## src/core/mmbd_pkg.sv

```systemverilog
// package: address map, bank register layout and bus types for the memory map decoder
package mmbd_pkg;
   localparam logic [15:0] ZP_LO       = 16'h0000;
   localparam logic [15:0] ZP_HI       = 16'h00BF;
   localparam logic [15:0] SFR_LO      = 16'h00C0;
   localparam logic [15:0] SFR_HI      = 16'h00FF;
   localparam logic [15:0] SHARE_LO    = 16'h0100;
   localparam logic [15:0] SHARE_HI    = 16'h01BF;
   localparam logic [15:0] STACK_LO    = 16'h01C0;
   localparam logic [15:0] STACK_HI    = 16'h01FF;
   localparam logic [15:0] GEN_LO      = 16'h0200;
   localparam logic [15:0] GEN_HI      = 16'h023F;
   localparam logic [15:0] BANKWIN_LO  = 16'h4000;
   localparam logic [15:0] BANKWIN_HI  = 16'h7FFF;
   localparam logic [15:0] FIXROM_LO   = 16'h8000;
   localparam logic [15:0] FIXROM_HI   = 16'hFFED;
   localparam logic [15:0] VEC_LO      = 16'hFFF0;
   localparam logic [15:0] VEC_HI      = 16'hFFFF;
   localparam logic [15:0] BANK_SEL_ADDR = 16'h00D5;
   localparam logic [7:0]  BANK_SEL_RESET = 8'h00;
   localparam logic [2:0]  BANK_MAX    = 3'h5;
   localparam int          BANK_W      = 3;
   localparam int          BANK_OFS_W  = 14;
   localparam int          SRAM_AW     = 9;
   localparam int          ROM_AW      = 17;
   // byte offsets of the AXI4-Lite registers
   localparam logic [11:0] AXI_BANK_SEL_OFS = 12'h0D5 << 2;
   localparam logic [11:0] AXI_STATUS_OFS   = 12'h004;
   localparam logic [1:0]  RESP_OKAY   = 2'h0;
   localparam logic [1:0]  RESP_SLVERR = 2'h2;

   typedef enum { REG_NONE, REG_ZP, REG_SFR, REG_STACK, REG_GEN, REG_BANKROM,
                  REG_FIXROM, REG_VEC } mmbd_region_e;

   typedef struct packed {
      logic       sram_sel;
      logic [8:0] sram_addr;
      logic       sfr_sel;
      logic [5:0] sfr_addr;
      logic       rom_sel;
      logic [16:0] rom_addr;
   } mmbd_route_s;
endpackage : mmbd_pkg

```

## src/core/mmbd_decoder.sv

```systemverilog
// memory map decoder with rom bank select register and axi4-lite access
// Summary of operation
// - addresses 0000H-00BFH go to zero-page working sram.
// - addresses 01C0H-01FFH go to the stack part of sram.
// - addresses 0200H-023FH go to the general part of sram.
// - 0100H-01BFH alias the same sram cells as 0000H-00BFH.
// - 00C0H-00FFH decode to special function registers, not sram.
// - 8000H-FFEDH map to fixed unbanked rom.
// - 4000H-7FFFH shows the 16 KB rom bank named by bank select.
// - bank select is 00H after reset, showing bank zero.
// - bank select at 00D5H holds a read/write bank number in bits 2-0.
// - vector area FFF0H-FFFFH maps to rom for vector fetch.
// - special function registers are whole-byte only, no bit operations.
module mmbd_decoder
   import mmbd_pkg::*;
(
   // clock and reset
   input  wire logic        CLK,
   input  wire logic        RST_B,
   // cpu address port
   input  wire logic [15:0] CPU_ADDR,
   input  wire logic        CPU_RD,
   input  wire logic        CPU_WR,
   input  wire logic [7:0]  CPU_WDATA,
   output logic      [7:0]  CPU_RDATA,
   // memory selects
   input  wire logic [7:0]  SRAM_RDATA,
   input  wire logic [7:0]  SFR_RDATA,
   input  wire logic [7:0]  ROM_RDATA,
   output mmbd_route_s      ROUTE,
   output logic             SRAM_WE,
   output logic             SFR_WE,
   output logic [2:0]       BANK_SEL,
   // axi4-lite slave
   input  wire logic [11:0] S_AXI_AWADDR,
   input  wire logic        S_AXI_AWVALID,
   output logic             S_AXI_AWREADY,
   input  wire logic [31:0] S_AXI_WDATA,
   input  wire logic [3:0]  S_AXI_WSTRB,
   input  wire logic        S_AXI_WVALID,
   output logic             S_AXI_WREADY,
   output logic [1:0]       S_AXI_BRESP,
   output logic             S_AXI_BVALID,
   input  wire logic        S_AXI_BREADY,
   input  wire logic [11:0] S_AXI_ARADDR,
   input  wire logic        S_AXI_ARVALID,
   output logic             S_AXI_ARREADY,
   output logic [31:0]      S_AXI_RDATA,
   output logic [1:0]       S_AXI_RRESP,
   output logic             S_AXI_RVALID,
   input  wire logic        S_AXI_RREADY
);

   function automatic mmbd_region_e region_of(input logic [15:0] a);
      mmbd_region_e r;
      r = REG_NONE;
      if (a <= ZP_HI) r = REG_ZP;
      else if (a >= SFR_LO && a <= SFR_HI) r = REG_SFR;
      else if (a >= SHARE_LO && a <= SHARE_HI) r = REG_ZP;
      else if (a >= STACK_LO && a <= STACK_HI) r = REG_STACK;
      else if (a >= GEN_LO && a <= GEN_HI) r = REG_GEN;
      else if (a >= BANKWIN_LO && a <= BANKWIN_HI) r = REG_BANKROM;
      else if (a >= FIXROM_LO && a <= FIXROM_HI) r = REG_FIXROM;
      else if (a >= VEC_LO) r = REG_VEC;
      return r;
   endfunction : region_of

   logic [2:0]   bank_sel;
   logic [2:0]   next_bank_sel;
   logic [7:0]   cpu_rdata;
   logic [7:0]   next_cpu_rdata;
   mmbd_region_e cpu_reg;
   logic         cpu_bank_hit;

   assign cpu_reg      = region_of(CPU_ADDR);
   assign cpu_bank_hit = (CPU_ADDR == BANK_SEL_ADDR);

   // routing to memories, combinational to keep cpu timing single-cycle
   always_comb begin
      ROUTE = '0;
      case (cpu_reg)
         REG_ZP: begin
            ROUTE.sram_sel  = 1'b1;
            // share alias drops bit 8 so both windows hit one cell
            ROUTE.sram_addr = {1'b0, CPU_ADDR[7:0]};
         end
         REG_STACK, REG_GEN: begin
            ROUTE.sram_sel  = 1'b1;
            ROUTE.sram_addr = CPU_ADDR[8:0] - 9'h100;
         end
         REG_SFR: begin
            ROUTE.sfr_sel  = ~cpu_bank_hit;
            ROUTE.sfr_addr = CPU_ADDR[5:0];
         end
         REG_BANKROM: begin
            ROUTE.rom_sel  = 1'b1;
            // banks 0-5 sit above the 32 KB fixed area; banks 6 and 7 wrap onto it
            ROUTE.rom_addr = {3'(bank_sel + 3'h2), CPU_ADDR[BANK_OFS_W-1:0]};
         end
         REG_FIXROM, REG_VEC: begin
            ROUTE.rom_sel  = 1'b1;
            ROUTE.rom_addr = {2'h0, CPU_ADDR[14:0]};
         end
         default: ROUTE = '0;
      endcase
   end

   // whole-byte strobes only; no bit-level masks exist
   assign SRAM_WE  = CPU_WR & ROUTE.sram_sel;
   assign SFR_WE   = CPU_WR & ROUTE.sfr_sel;
   assign BANK_SEL = bank_sel;

   // axi write channel state
   logic        aw_held;
   logic        next_aw_held;
   logic        w_held;
   logic        next_w_held;
   logic [11:0] aw_addr;
   logic [11:0] next_aw_addr;
   logic [2:0]  w_data;
   logic [2:0]  next_w_data;
   logic        w_lane0;
   logic        next_w_lane0;
   logic        bvalid;
   logic        next_bvalid;
   logic [1:0]  bresp;
   logic [1:0]  next_bresp;
   // axi read channel state
   logic        rvalid;
   logic        next_rvalid;
   logic [31:0] rdata;
   logic [31:0] next_rdata;
   logic [1:0]  rresp;
   logic [1:0]  next_rresp;
   // commit qualifiers and read words
   logic        axi_wr_fire;
   logic        axi_wr_bank;
   logic        axi_wr_status;
   logic [31:0] bank_word;
   logic [31:0] status_word;

   // register index match: word address bits only, byte lanes ignored
   function automatic logic reg_hit(input logic [11:0] addr, input logic [11:0] ofs);
      return addr[11:2] == ofs[11:2];
   endfunction : reg_hit

   // readies drop while a response waits so a second request cannot slip in
   assign S_AXI_AWREADY = ~aw_held & ~bvalid;
   assign S_AXI_WREADY  = ~w_held & ~bvalid;
   assign S_AXI_ARREADY = ~rvalid;
   assign S_AXI_BVALID  = bvalid;
   assign S_AXI_BRESP   = bresp;
   assign S_AXI_RVALID  = rvalid;
   assign S_AXI_RDATA   = rdata;
   assign S_AXI_RRESP   = rresp;
   assign axi_wr_fire   = aw_held & w_held & ~bvalid;
   assign axi_wr_bank   = reg_hit(aw_addr, AXI_BANK_SEL_OFS);
   assign axi_wr_status = reg_hit(aw_addr, AXI_STATUS_OFS);
   assign bank_word     = {29'h0, bank_sel};
   // prohibited bank numbers are stored but flagged for software
   assign status_word   = {28'h0, bank_sel > BANK_MAX, bank_sel};

   // address and data are taken in either order and held until the commit
   always_comb begin
      next_aw_held = aw_held;
      next_w_held  = w_held;
      next_aw_addr = aw_addr;
      next_w_data  = w_data;
      next_w_lane0 = w_lane0;
      if (S_AXI_AWVALID && S_AXI_AWREADY) begin
         next_aw_held = 1'b1;
         next_aw_addr = S_AXI_AWADDR;
      end
      if (S_AXI_WVALID && S_AXI_WREADY) begin
         next_w_held  = 1'b1;
         next_w_data  = S_AXI_WDATA[2:0];
         next_w_lane0 = S_AXI_WSTRB[0];
      end
      if (axi_wr_fire) begin
         next_aw_held = 1'b0;
         next_w_held  = 1'b0;
      end
   end

   // one response per commit; status offset takes writes silently
   always_comb begin
      next_bvalid = bvalid;
      next_bresp  = bresp;
      if (axi_wr_fire) begin
         next_bvalid = 1'b1;
         next_bresp  = (axi_wr_bank || axi_wr_status) ? RESP_OKAY : RESP_SLVERR;
      end else if (bvalid && S_AXI_BREADY) begin
         next_bvalid = 1'b0;
      end
   end

   // bank select: a bus commit wins over a cpu store in the same cycle
   always_comb begin
      next_bank_sel = bank_sel;
      if (axi_wr_fire && axi_wr_bank) begin
         if (w_lane0) next_bank_sel = w_data;
      end else if (CPU_WR && cpu_bank_hit) begin
         next_bank_sel = CPU_WDATA[2:0];
      end
   end

   // read data is latched when the address is taken and held until accepted
   always_comb begin
      next_rvalid = rvalid;
      next_rdata  = rdata;
      next_rresp  = rresp;
      if (S_AXI_ARVALID && S_AXI_ARREADY) begin
         next_rvalid = 1'b1;
         next_rresp  = RESP_OKAY;
         if (reg_hit(S_AXI_ARADDR, AXI_BANK_SEL_OFS)) begin
            next_rdata = bank_word;
         end else if (reg_hit(S_AXI_ARADDR, AXI_STATUS_OFS)) begin
            next_rdata = status_word;
         end else begin
            next_rdata = 32'h0;
            next_rresp = RESP_SLVERR;
         end
      end else if (rvalid && S_AXI_RREADY) begin
         next_rvalid = 1'b0;
      end
   end

   // cpu read data mux, registered one cycle after the address
   always_comb begin
      next_cpu_rdata = 8'h00;
      if (CPU_RD) begin
         if (cpu_bank_hit) begin
            next_cpu_rdata = bank_word[7:0];
         end else begin
            case (cpu_reg)
               REG_ZP, REG_STACK, REG_GEN:       next_cpu_rdata = SRAM_RDATA;
               REG_SFR:                          next_cpu_rdata = SFR_RDATA;
               REG_BANKROM, REG_FIXROM, REG_VEC: next_cpu_rdata = ROM_RDATA;
               default:                          next_cpu_rdata = 8'h00;
            endcase
         end
      end
   end
   assign CPU_RDATA = cpu_rdata;

   // bank select register
   always_ff @(posedge CLK or negedge RST_B) begin
      if (!RST_B) begin
         bank_sel <= BANK_SEL_RESET[2:0];
      end else begin
         bank_sel <= next_bank_sel;
      end
   end

   // cpu read data register
   always_ff @(posedge CLK or negedge RST_B) begin
      if (!RST_B) begin
         cpu_rdata <= 8'h00;
      end else begin
         cpu_rdata <= next_cpu_rdata;
      end
   end

   // write address and data holding registers
   always_ff @(posedge CLK or negedge RST_B) begin
      if (!RST_B) begin
         aw_held <= 1'b0;
         w_held  <= 1'b0;
         aw_addr <= 12'h000;
         w_data  <= 3'h0;
         w_lane0 <= 1'b0;
      end else begin
         aw_held <= next_aw_held;
         w_held  <= next_w_held;
         aw_addr <= next_aw_addr;
         w_data  <= next_w_data;
         w_lane0 <= next_w_lane0;
      end
   end

   // write response registers
   always_ff @(posedge CLK or negedge RST_B) begin
      if (!RST_B) begin
         bvalid <= 1'b0;
         bresp  <= 2'h0;
      end else begin
         bvalid <= next_bvalid;
         bresp  <= next_bresp;
      end
   end

   // read response registers
   always_ff @(posedge CLK or negedge RST_B) begin
      if (!RST_B) begin
         rvalid <= 1'b0;
         rdata  <= 32'h0;
         rresp  <= 2'h0;
      end else begin
         rvalid <= next_rvalid;
         rdata  <= next_rdata;
         rresp  <= next_rresp;
      end
   end
endmodule : mmbd_decoder

```

## config.mk

```make
export PLATFORM = sky130hd
export DESIGN_NAME = mmbd_decoder
export DESIGN_NICKNAME = d
export VERILOG_FILES = /design/src/core/mmbd_pkg.sv /design/src/core/mmbd_decoder.sv
export SDC_FILE = /design/constraint.sdc
export NUM_CORES = 1
export LEC_CHECK = 0
export BUFFER_PORTS_ARGS = -buffer_cell sky130_fd_sc_hd__clkbuf_2
export CORE_MARGIN = 3
export CORE_UTILIZATION = 33
export DETAILED_ROUTE_END_ITERATION = 16
export HOLD_SLACK_MARGIN = 0.15
export PLACE_DENSITY_LB_ADDON = 0.25
export SYNTH_ARGS = -nofsm -noshare
export SYNTH_HDL_FRONTEND = slang
export SYNTH_SLANG_ARGS = --single-unit
```

## constraint.sdc

```tcl
create_clock -name CLK -period 1.95 [get_ports CLK]
set_clock_uncertainty 0.15 [all_clocks]
set_input_delay 0 -clock CLK [delete_from_list [all_inputs] [get_ports CLK]]
set_output_delay 0 -clock CLK [all_outputs]
set_load 0.02 [all_outputs]
```

==> results of run 1 <==
==> tightest hold or removal path, delay by kind of cell <==
| kind | cells | cell delay [ps] |
|---|---|---|
| AOI/OAI and AO/OA | 1 | 110 |
| and+or+nand+nor | 3 | 340 |
| buffers and inverters | 1 | 90 |
==> power groups by stage <==
stage | Clock (mW) | Sequential, mW | Combinational (mW)
finish | 0.500 | 1.06 | 0.873
global route | 0.559 | 1.09 | 0.952
CTS | 0.523 | 1.06 | 0.870
detailed placement | 0 | 1.07 | 0.776
global placement | 0 | 1.06 | 0.764
floorplan | 0 | 1.06 | 0.538
==> cell type report <==
type / count / area share
flip-flops and latches: 35 / 0.248
inverters: 4 / 0.00425
clock buffers: 6 / 0.0205
multi-input cells: 175 / 0.329
well taps: 75 / 0.0265
repair buffers: 199 / 0.368
clock inverters: 2 / 0.00354
==> synthesized netlist by cell type (2+ instances only) <==
cell type	number	area share
dfrtp_1	35	0.41
and2_1	31	0.090
buf_4	30	0.10
nor2_1	16	0.028
mux2_2	14	0.073
nand2_1	8	0.014
a222oi_1	7	0.032
nor2b_1	7	0.020
nor3_1	7	0.016
o21ai_0	7	0.016
clkbuf_1	5	0.0087
a21oi_1	4	0.0093
inv_1	4	0.0069
nor4_1	4	0.012
a22o_1	3	0.012
nand3_1	3	0.0069
nand4_1	3	0.0087
nor3_2	3	0.014
and3_1	2	0.0058
nand3b_1	2	0.0069
nor4bb_1	2	0.0093
or3_1	2	0.0058
==> repair_timing <==
| action | 4_1_cts | 5_1_grt |
|---|---|---|
| endpoints found under the setup margin | 3 | 9 |
| endpoints found under the hold margin | 69 | 0 |
| hold buffers | 57 | 0 |
| gates resized for setup | 1 | 6 |
| pin swaps | 1 | 1 |
| buffers inserted | 0 | 1 |
==> layout by cell type, fill, tap and decap left out, drive strengths merged, types with 10 or more instances in the layout <==
cell / Yosys / routed
and2: 33 / 33
clkbuf: 5 / 140
conb: 1 / 30
dfrtp: 35 / 35
dlygate4sd3: 0 / 57
mux2: 14 / 14
nor2: 16 / 16
nor3: 10 / 10
==> through the flow <==
step	setup TNS, ps	hold slack (ps)	cells
6_report	0	146	496
5_1_grt	-31.2	182	496
4_1_cts	0	155	495
3_5_place_dp	-210	8.01	430
3_3_place_gp	-199	16.2	430
2_1_floorplan	0	-446	250
==> how the worst min path moves through the flow <==
stage,end,start,cells after the start
2_1_floorplan,BANK_SEL[0]$_DFFE_PN0P_,RST_B,0
3_3_place_gp,aw_addr[2]$_DFFE_PN0P_,RST_B,1
3_5_place_dp,aw_addr[3]$_DFFE_PN0P_,RST_B,1
4_1_cts,S_AXI_RRESP[1]$_DFFE_PN0P_,S_AXI_ARADDR[4],5
5_1_grt,S_AXI_RRESP[1]$_DFFE_PN0P_,S_AXI_ARADDR[4],5
6_report,S_AXI_RRESP[1]$_DFFE_PN0P_,S_AXI_ARADDR[4],5
==> per-layer routing <==
metal	wire [um]	up-vias	GRT usage
met5	0	-	0
met4	16	0	0.0255
met3	431	3	0.0369
met2	3690	80	0.318
met1	2780	1055	0.216
li1	-	1122	-
==> state kept, by name, indices dropped and copies added (netlist names) <==
register and cells:
S_AXI_BRESP 1, S_AXI_RRESP 1, w_held 1, aw_held 1, CPU_RDATA 8, S_AXI_RDATA 4, S_AXI_BVALID 1, w_lane0 1
S_AXI_RVALID 1, w_data 3, aw_addr 10, BANK_SEL 3
==> logic make-up after synthesis <==
logic type	after synthesis
compound gates	28
simple gates	102
other cells	1
flops	35
fa+ha+maj	1
mux	14
buf+inv	40
==> flow_summary.ini, run 1 <==
[placed_design]
portBuffers = 134
gp_congestion = 0.787
dp_hpwl_um = 4940
postPlaceCellArea_mm2 = 0.00284
pre_cts_slack_ps = -72.1

[timing]
fmax_mhz = 531
post-route-min-period_ps = 1880
drv_slew = 0
setup_viol = 0
setup_ws_ps = 68.2
relSlewSlack = 0.432
rsz0062_at_grt = true
timing.final.crit_share = 0.965
hold_viol = 0
tightest_slew_ps = 851

[die]
fp.coreArea_mm2 = 0.00613
die_area_mm2 = 0.00756
rows = 28
fp.dieH_um = 86.9
start_util = 0.353
ioPinCount = 206
die_w_um = 86.9

[detailed_routing]
routed_via_density = 4.56
drc = 0
routedWlPerCell_um = 13.9
ant_nets = 0
drt_iter0_drc = 82
drt_wl_total_um = 6920
first_pass_iters = 5
vias = 2260

[setup_path]
cp-startpoint = aw_addr[5]$_DFFE_PN0P_
worstPathBufferInverterCount = 0
end_kind = flop
rr_endpoint = BANK_SEL[2]$_DFFE_PN0P_
ff2ff_setup_slack_ps = 70
crit_fanout = 6
worstPathCellList = or4_4 -> nor4_4 -> and4b_4 -> nor3_2 -> nor3_2
reg2reg_from = aw_addr[5]$_DFFE_PN0P_
cp.arrival_ps = 1900
cpPeakStageDelay_ps = 560
crit_top_cell = nor3_2
rr_worst_depth = 5
path_depth = 5
crit_end = BANK_SEL[2]$_DFFE_PN0P_
required_ps = 1970
crit_family = simple AND/OR/NAND/NOR gates
crit_slowest_cell = or4_4
critPathLaunchType = flop
worstSetupPathType = reg -> reg

[clocking]
cts_root_buf = clkbuf_8
clk_path_buf_depth = 2
clk_pin_slew_ps = 70
clock-sinks = 35
tritoncts = done
cts_buffers = 5
clk_latency_ps = 280
cts.htree.levels = 2

[pwr]
ir_worst_vdd_mv = 0.754
p_comb_frac = 0.359
p_leak_nw = 1.81
p_int_mw = 1.61
p_seq_frac = 0.435
power.switching_mw = 0.816
total_power_mw = 2.43
swShare = 0.336
power.density_mw_per_mm2 = 687
pwr-share-clk = 0.206

[grt]
grt_max_degree = 36
overflow = 0
grtUsageTotal = 0.175
grt_pass1_vias = 2194
antenna_found_initial = 0
grt_pass1_wl_um = 10400

[layout]
register_area_um2 = 876
drive_above_1_share = 0.423
final_nets = 538
area_growth_syn_to_layout_pct = 63.5
fin_area_mm2 = 0.00353
insertedDiodeCount = 0
utilization = 0.577
n_fill_cell = 536
multi_input_area_mm2 = 0.00116

[synth]
yosys.area_share.simple = 0.293
synth_xor_area_frac = 0
synth_top_family_by_area = simple AND/OR/NAND/NOR gates
ys_types = 44
synth_fa_ha_area_frac = 0.00579
syn-cell-area_mm2 = 0.00216
synthArstFlopShare = 1.00
ys_seq_area_frac = 0.405
yosysWarnings = 0
synth_mux_area_frac = 0.0729
synth-compound-area-share = 0.0990
ys.flop_type = dfrtp_1
synthesis.instances = 221
synth-edff-count = 0
ys_ff_latch = 35
syn_area_per_cell_um2 = 9.78

[status]
status = finished clean

[flow_run]
cap_violations = 0

[min_path]
worstHoldPathType = in -> reg
(Power assumes the default switching activity.)
==> run 2: changes to the inputs <==
REMOVE_ABC_BUFFERS = 1   (was not set)
SETUP_SLACK_MARGIN = 0.3   (was not set)
==> run 2 against run 1 <==
Compared with the run above:
- cell area increased by 2.5%
- die area unchanged
- count of clock-buffer cells in the layout unchanged
- global-route usage increased by 0.63 points
- total power increased by 7.9%
- sequential share of layout area decreased by 0.60 points
- critical path type unchanged
==> flow_summary.ini, run 2 (synthesis gave the netlist of run 1 again) <==
[status]
status = finished clean

[layout]
largest_reg_flops = 10
drive_above_1_share = 0.425
regMostFlops = aw_addr
insertedDiodeCount = 0
area_growth_syn_to_layout_pct = 67.5
fin_area_mm2 = 0.00362
fin_cells = 499
mostFrequentLayoutCells = clkbuf_2 (134), dlygate4sd3_1 (61), dfrtp_1 (35), and2_1 (31), conb_1 (30)
utilization = 0.591
n_fill_cell = 536
layout_commonest_cell = clkbuf_2
final_nets = 541

[timing]
fmax_mhz = 537
relSlewSlack = 0.421
tightest_slew_ps = 869
hold_viol = 0
rsz0062_at_grt = true
setup_viol = 0
drv_slew = 0
setup_tns_ps = 0
fin_worst_hold_slack_ps = 187
post-route-min-period_ps = 1860
setup_ws_ps = 87.4
timing.final.crit_share = 0.955

[setup_path]
crit_fanout = 3
worstSetupPathType = reg -> reg
critPathLaunchType = flop
ff2ff_setup_slack_ps = 90
rr_worst_depth = 6
rr_endpoint = BANK_SEL[0]$_DFFE_PN0P_
reg2reg_from = aw_addr[5]$_DFFE_PN0P_
required_ps = 2010
end_kind = flop
cp.arrival_ps = 1930

[die]
fp.dieH_um = 86.9
die_area_mm2 = 0.00756
ioPinCount = 206
die_w_um = 86.9
start_util = 0.353
rows = 28
fp.coreArea_mm2 = 0.00613

[placed_design]
portBuffers = 134
dp_cells = 430
dp_hpwl_um = 4990
pre_cts_slack_ps = -86.8
gp_congestion = 0.828
postPlaceCellArea_mm2 = 0.00284

[pwr]
swShare = 0.320
p_comb_frac = 0.338
power.switching_mw = 0.839
p_leak_nw = 1.85
pwr-share-clk = 0.259
p_int_mw = 1.78
total_power_mw = 2.62
ir_worst_vdd_mv = 0.639
power.density_mw_per_mm2 = 724
p_seq_frac = 0.403

[clocking]
cts_root_buf = clkbuf_8
cts_setup_buffers = 0
tritoncts = done
clk_pin_slew_ps = 70
clock-sinks = 35
cts.htree.levels = 2
clk_path_buf_depth = 2
clk_latency_ps = 290
cts_buffers = 5

[grt]
grtUsageTotal = 0.181
overflow = 0
antenna_found_initial = 0
grt_pass1_wl_um = 10800
grt_pass1_vias = 2295
grt_max_degree = 36

[min_path]
worstHoldPathType = in -> reg
worstHoldStart = CPU_ADDR[1]
holdPathStages = 4
hold_end = CPU_RDATA[1]$_DFF_PN0_

[detailed_routing]
routedWlPerCell_um = 14.5
drt_wl_total_um = 7240
drt_iter0_drc = 98
vias = 2363
first_pass_iters = 7
routed_via_density = 4.74
drc = 0
ant_nets = 0

[flow_run]
cap_violations = 0
-- run 2: cell types whose count changed in the layout (fill, tap and decap cells not counted), moves of 2 or more --
cell / delta
buf_4: -2
dlygate4sd3_1: +4
nor4_1: -2
nor4_2: +2
-- run 2: power groups by stage --
stage                     combinational (mW)  clock, mW  sequential (mW)
final                                  0.886      0.679             1.06
after global routing                   0.956      0.736             1.08
after CTS                              0.871      0.695             1.06
after detailed placement               0.775          0             1.07
after global placement                 0.766          0             1.07
after floorplan                        0.487          0             1.06
-- run 2: final cells by class --
cell class              instances  area, um2  share of cell area
well taps                      75       93.8              0.0259
clock buffers                   6       82.6              0.0228
multi-input cells             175       1180               0.326
repair buffers                202       1340               0.369
flip-flops and latches         35        876               0.242
clock inverters                 2       35.0             0.00967
inverters                       4       15.0             0.00415
-- run 2: how the worst max path moves through the flow --
stage,start,end,slack [ps],depth (start not counted)
floorplan,aw_addr[5]$_DFFE_PN0P_,BANK_SEL[1]$_DFFE_PN0P_,6,5
global placement,aw_addr[5]$_DFFE_PN0P_,BANK_SEL[0]$_DFFE_PN0P_,-30,5
detailed placement,aw_addr[5]$_DFFE_PN0P_,BANK_SEL[2]$_DFFE_PN0P_,-90,5
CTS,aw_addr[5]$_DFFE_PN0P_,BANK_SEL[0]$_DFFE_PN0P_,60,6
global route,aw_addr[5]$_DFFE_PN0P_,BANK_SEL[1]$_DFFE_PN0P_,-30,6
finish,aw_addr[5]$_DFFE_PN0P_,BANK_SEL[0]$_DFFE_PN0P_,90,6
-- run 2: critical path: stages, from the launching register on --
cell and delay [ps]:
dfrtp_1 380, or4_4 550, nor4_4 190, buf_4 160, and2_4 160, nor3_2 50
nor3_2 150
-- run 2: routing by layer --
metal  wire length, um  vias to the layer above  GRT usage
met1              2670                     1082      0.206
met4               138                        0     0.0552
li1                  -                     1128          -
met2              3740                      138      0.324
met5                 0                        -          0
met3               702                       15     0.0549
-- run 2: timing repair --
| action | 4_1_cts | 5_1_grt |
|---|---|---|
| endpoints found under the hold margin | 69 | 5 |
| hold buffers | 57 | 5 |
| pin swaps | 1 | 1 |
| gates resized for setup | 4 | 7 |
| endpoints found under the setup margin | 3 | 17 |
| cloned | 0 | 0 |
==> run 3: changes to the inputs <==
CELL_PAD_IN_SITES_DETAIL_PLACEMENT = 1   (was not set)
CELL_PAD_IN_SITES_GLOBAL_PLACEMENT = 1   (was not set)
CORE_UTILIZATION = 22   (was 33)
SETUP_SLACK_MARGIN = 0.2   (was 0.3)
==> run 3 against run 2 <==
Compared with the run above:
- sequential power about the same
- hold slack got worse by 13 ps
- count of clock-buffer cells in the layout stayed put
- first-iteration DRC count is 39% lower
- global-route usage down 2.7 points
- via count rose by 1.2%
- non-clock buffer count did not move
- clock power fell by 21%
- critical path type unchanged
- wire length up 18%
- sequential share of layout area is 0.058 points lower
- critical path depth unchanged
- largest cell class unchanged
- critical endpoint unchanged
- die area rose by 46%
- largest power group unchanged
==> flow_summary.ini, run 3 (synthesis gave the netlist of run 1 again) <==
[timing]
setup_viol = 0
setup_ws_ps = 69.7
fmax_mhz = 532
post-route-min-period_ps = 1880
drv_slew = 0
setup_tns_ps = 0
relSlewSlack = 0.383
rsz0062_at_grt = true
tightest_slew_ps = 925
hold_viol = 0
timing.final.crit_share = 0.964
fin_worst_hold_slack_ps = 174

[setup_path]
ff2ff_setup_slack_ps = 70
cp.arrival_ps = 1930
critPathLaunchType = flop
worstPathBufferInverterCount = 1
cpPeakStageDelay_ps = 560
crit_fanout = 3
worstPathCellList = or4_4 -> nor4_4 -> buf_4 -> and2_4 -> nor3_2 -> nor3_2
rr_worst_depth = 6
worstSetupPathType = reg -> reg
crit_slowest_cell = or4_4
rr_endpoint = BANK_SEL[0]$_DFFE_PN0P_
required_ps = 2000
end_kind = flop
crit_family = simple AND/OR/NAND/NOR gates
reg2reg_from = aw_addr[5]$_DFFE_PN0P_
crit_top_cell = nor3_2

[detailed_routing]
ant_nets = 0
vias = 2392
routedWlPerCell_um = 15.4
drt_wl_total_um = 8520
drt_iter0_drc = 60
drc = 0
first_pass_iters = 5
routed_via_density = 4.33

[layout]
drive_above_1_share = 0.433
n_fill_cell = 1148
regMostFlops = aw_addr
largest_reg_flops = 10
insertedDiodeCount = 0
multi_input_area_mm2 = 0.00117
fin_cells = 552
mostFrequentLayoutCells = clkbuf_2 (134), dlygate4sd3_1 (56), dfrtp_1 (35), and2_1 (31), conb_1 (30)
utilization = 0.386
area_growth_syn_to_layout_pct = 67.9
layout_commonest_cell = clkbuf_2
final_nets = 541
fin_area_mm2 = 0.00363
register_area_um2 = 876

[placed_design]
dp_cells = 487
dp_hpwl_um = 6110
postPlaceCellArea_mm2 = 0.00293
portBuffers = 134
gp_congestion = 0.788
pre_cts_slack_ps = -123

[clocking]
clock-sinks = 35
tritoncts = done
clk_latency_ps = 280
cts_root_buf = clkbuf_8
clk_pin_slew_ps = 70
clk_path_buf_depth = 2
cts.htree.levels = 2
cts_buffers = 5

[die]
die_w_um = 105
ioPinCount = 206
die_area_mm2 = 0.0111
fp.dieH_um = 105
rows = 35
fp.coreArea_mm2 = 0.00942
start_util = 0.230

[grt]
grt_pass1_vias = 2614
grt_max_degree = 36
antenna_found_initial = 0
grtUsageTotal = 0.154
grt_pass1_wl_um = 13700
overflow = 0

[flow_run]
cap_violations = 0

[min_path]
hold_end = CPU_RDATA[1]$_DFF_PN0_
worstHoldStart = CPU_ADDR[0]
holdPathStages = 4
worstHoldPathType = in -> reg

[pwr]
ir_worst_vdd_mv = 0.696
power.density_mw_per_mm2 = 693
total_power_mw = 2.52
p_leak_nw = 1.84

[status]
status = finished clean
==> run 3: worst max-delay path by stage <==
stage | from | endpoint | slack (ps) | depth (start not counted)
finish | aw_addr[5]$_DFFE_PN0P_ | BANK_SEL[0]$_DFFE_PN0P_ | 70 | 6
global route | aw_addr[5]$_DFFE_PN0P_ | BANK_SEL[0]$_DFFE_PN0P_ | -80 | 6
CTS | aw_addr[5]$_DFFE_PN0P_ | BANK_SEL[0]$_DFFE_PN0P_ | 40 | 6
detailed placement | aw_addr[5]$_DFFE_PN0P_ | BANK_SEL[0]$_DFFE_PN0P_ | -120 | 5
global placement | aw_addr[5]$_DFFE_PN0P_ | BANK_SEL[0]$_DFFE_PN0P_ | -30 | 5
floorplan | aw_addr[5]$_DFFE_PN0P_ | BANK_SEL[1]$_DFFE_PN0P_ | 6 | 5
==> run 3: layer usage <==
metal	share of wire	wire length, um	global-route usage
met2	0.53	4520	0.289
met4	0.010	87	0.0337
met1	0.38	3250	0.170
met3	0.079	673	0.0451
met5	0	0	0
==> run 3: tightest hold or removal path, stage by stage <==
cell,delay (ps)
clkbuf_2,110
and3b_1,220
o21ai_0,170
a21oi_1,70
==> run 3: final cells by class <==
cell class	count	share of cell area
repair buffers	202	0.365
multi-input cells	175	0.321
flip-flops and latches	35	0.241
well taps	129	0.0445
clock buffers	6	0.0227
inverters	4	0.00414
clock inverters	1	0.00138
==> run 3: what timing repair did <==
action	4_1_cts	5_1_grt
buffers inserted	1	1
resized for setup	5	4
endpoints found under the setup margin	13	8
hold endpoints to repair	69	0
hold buffers	56	0
pin swaps	1	1
==> run 3: where the power goes <==
group	internal [mW]	total, mW	switching [mW]
Clock	0.277	0.537	0.259
Combinational	0.453	0.921	0.468
Sequential	0.924	1.06	0.135
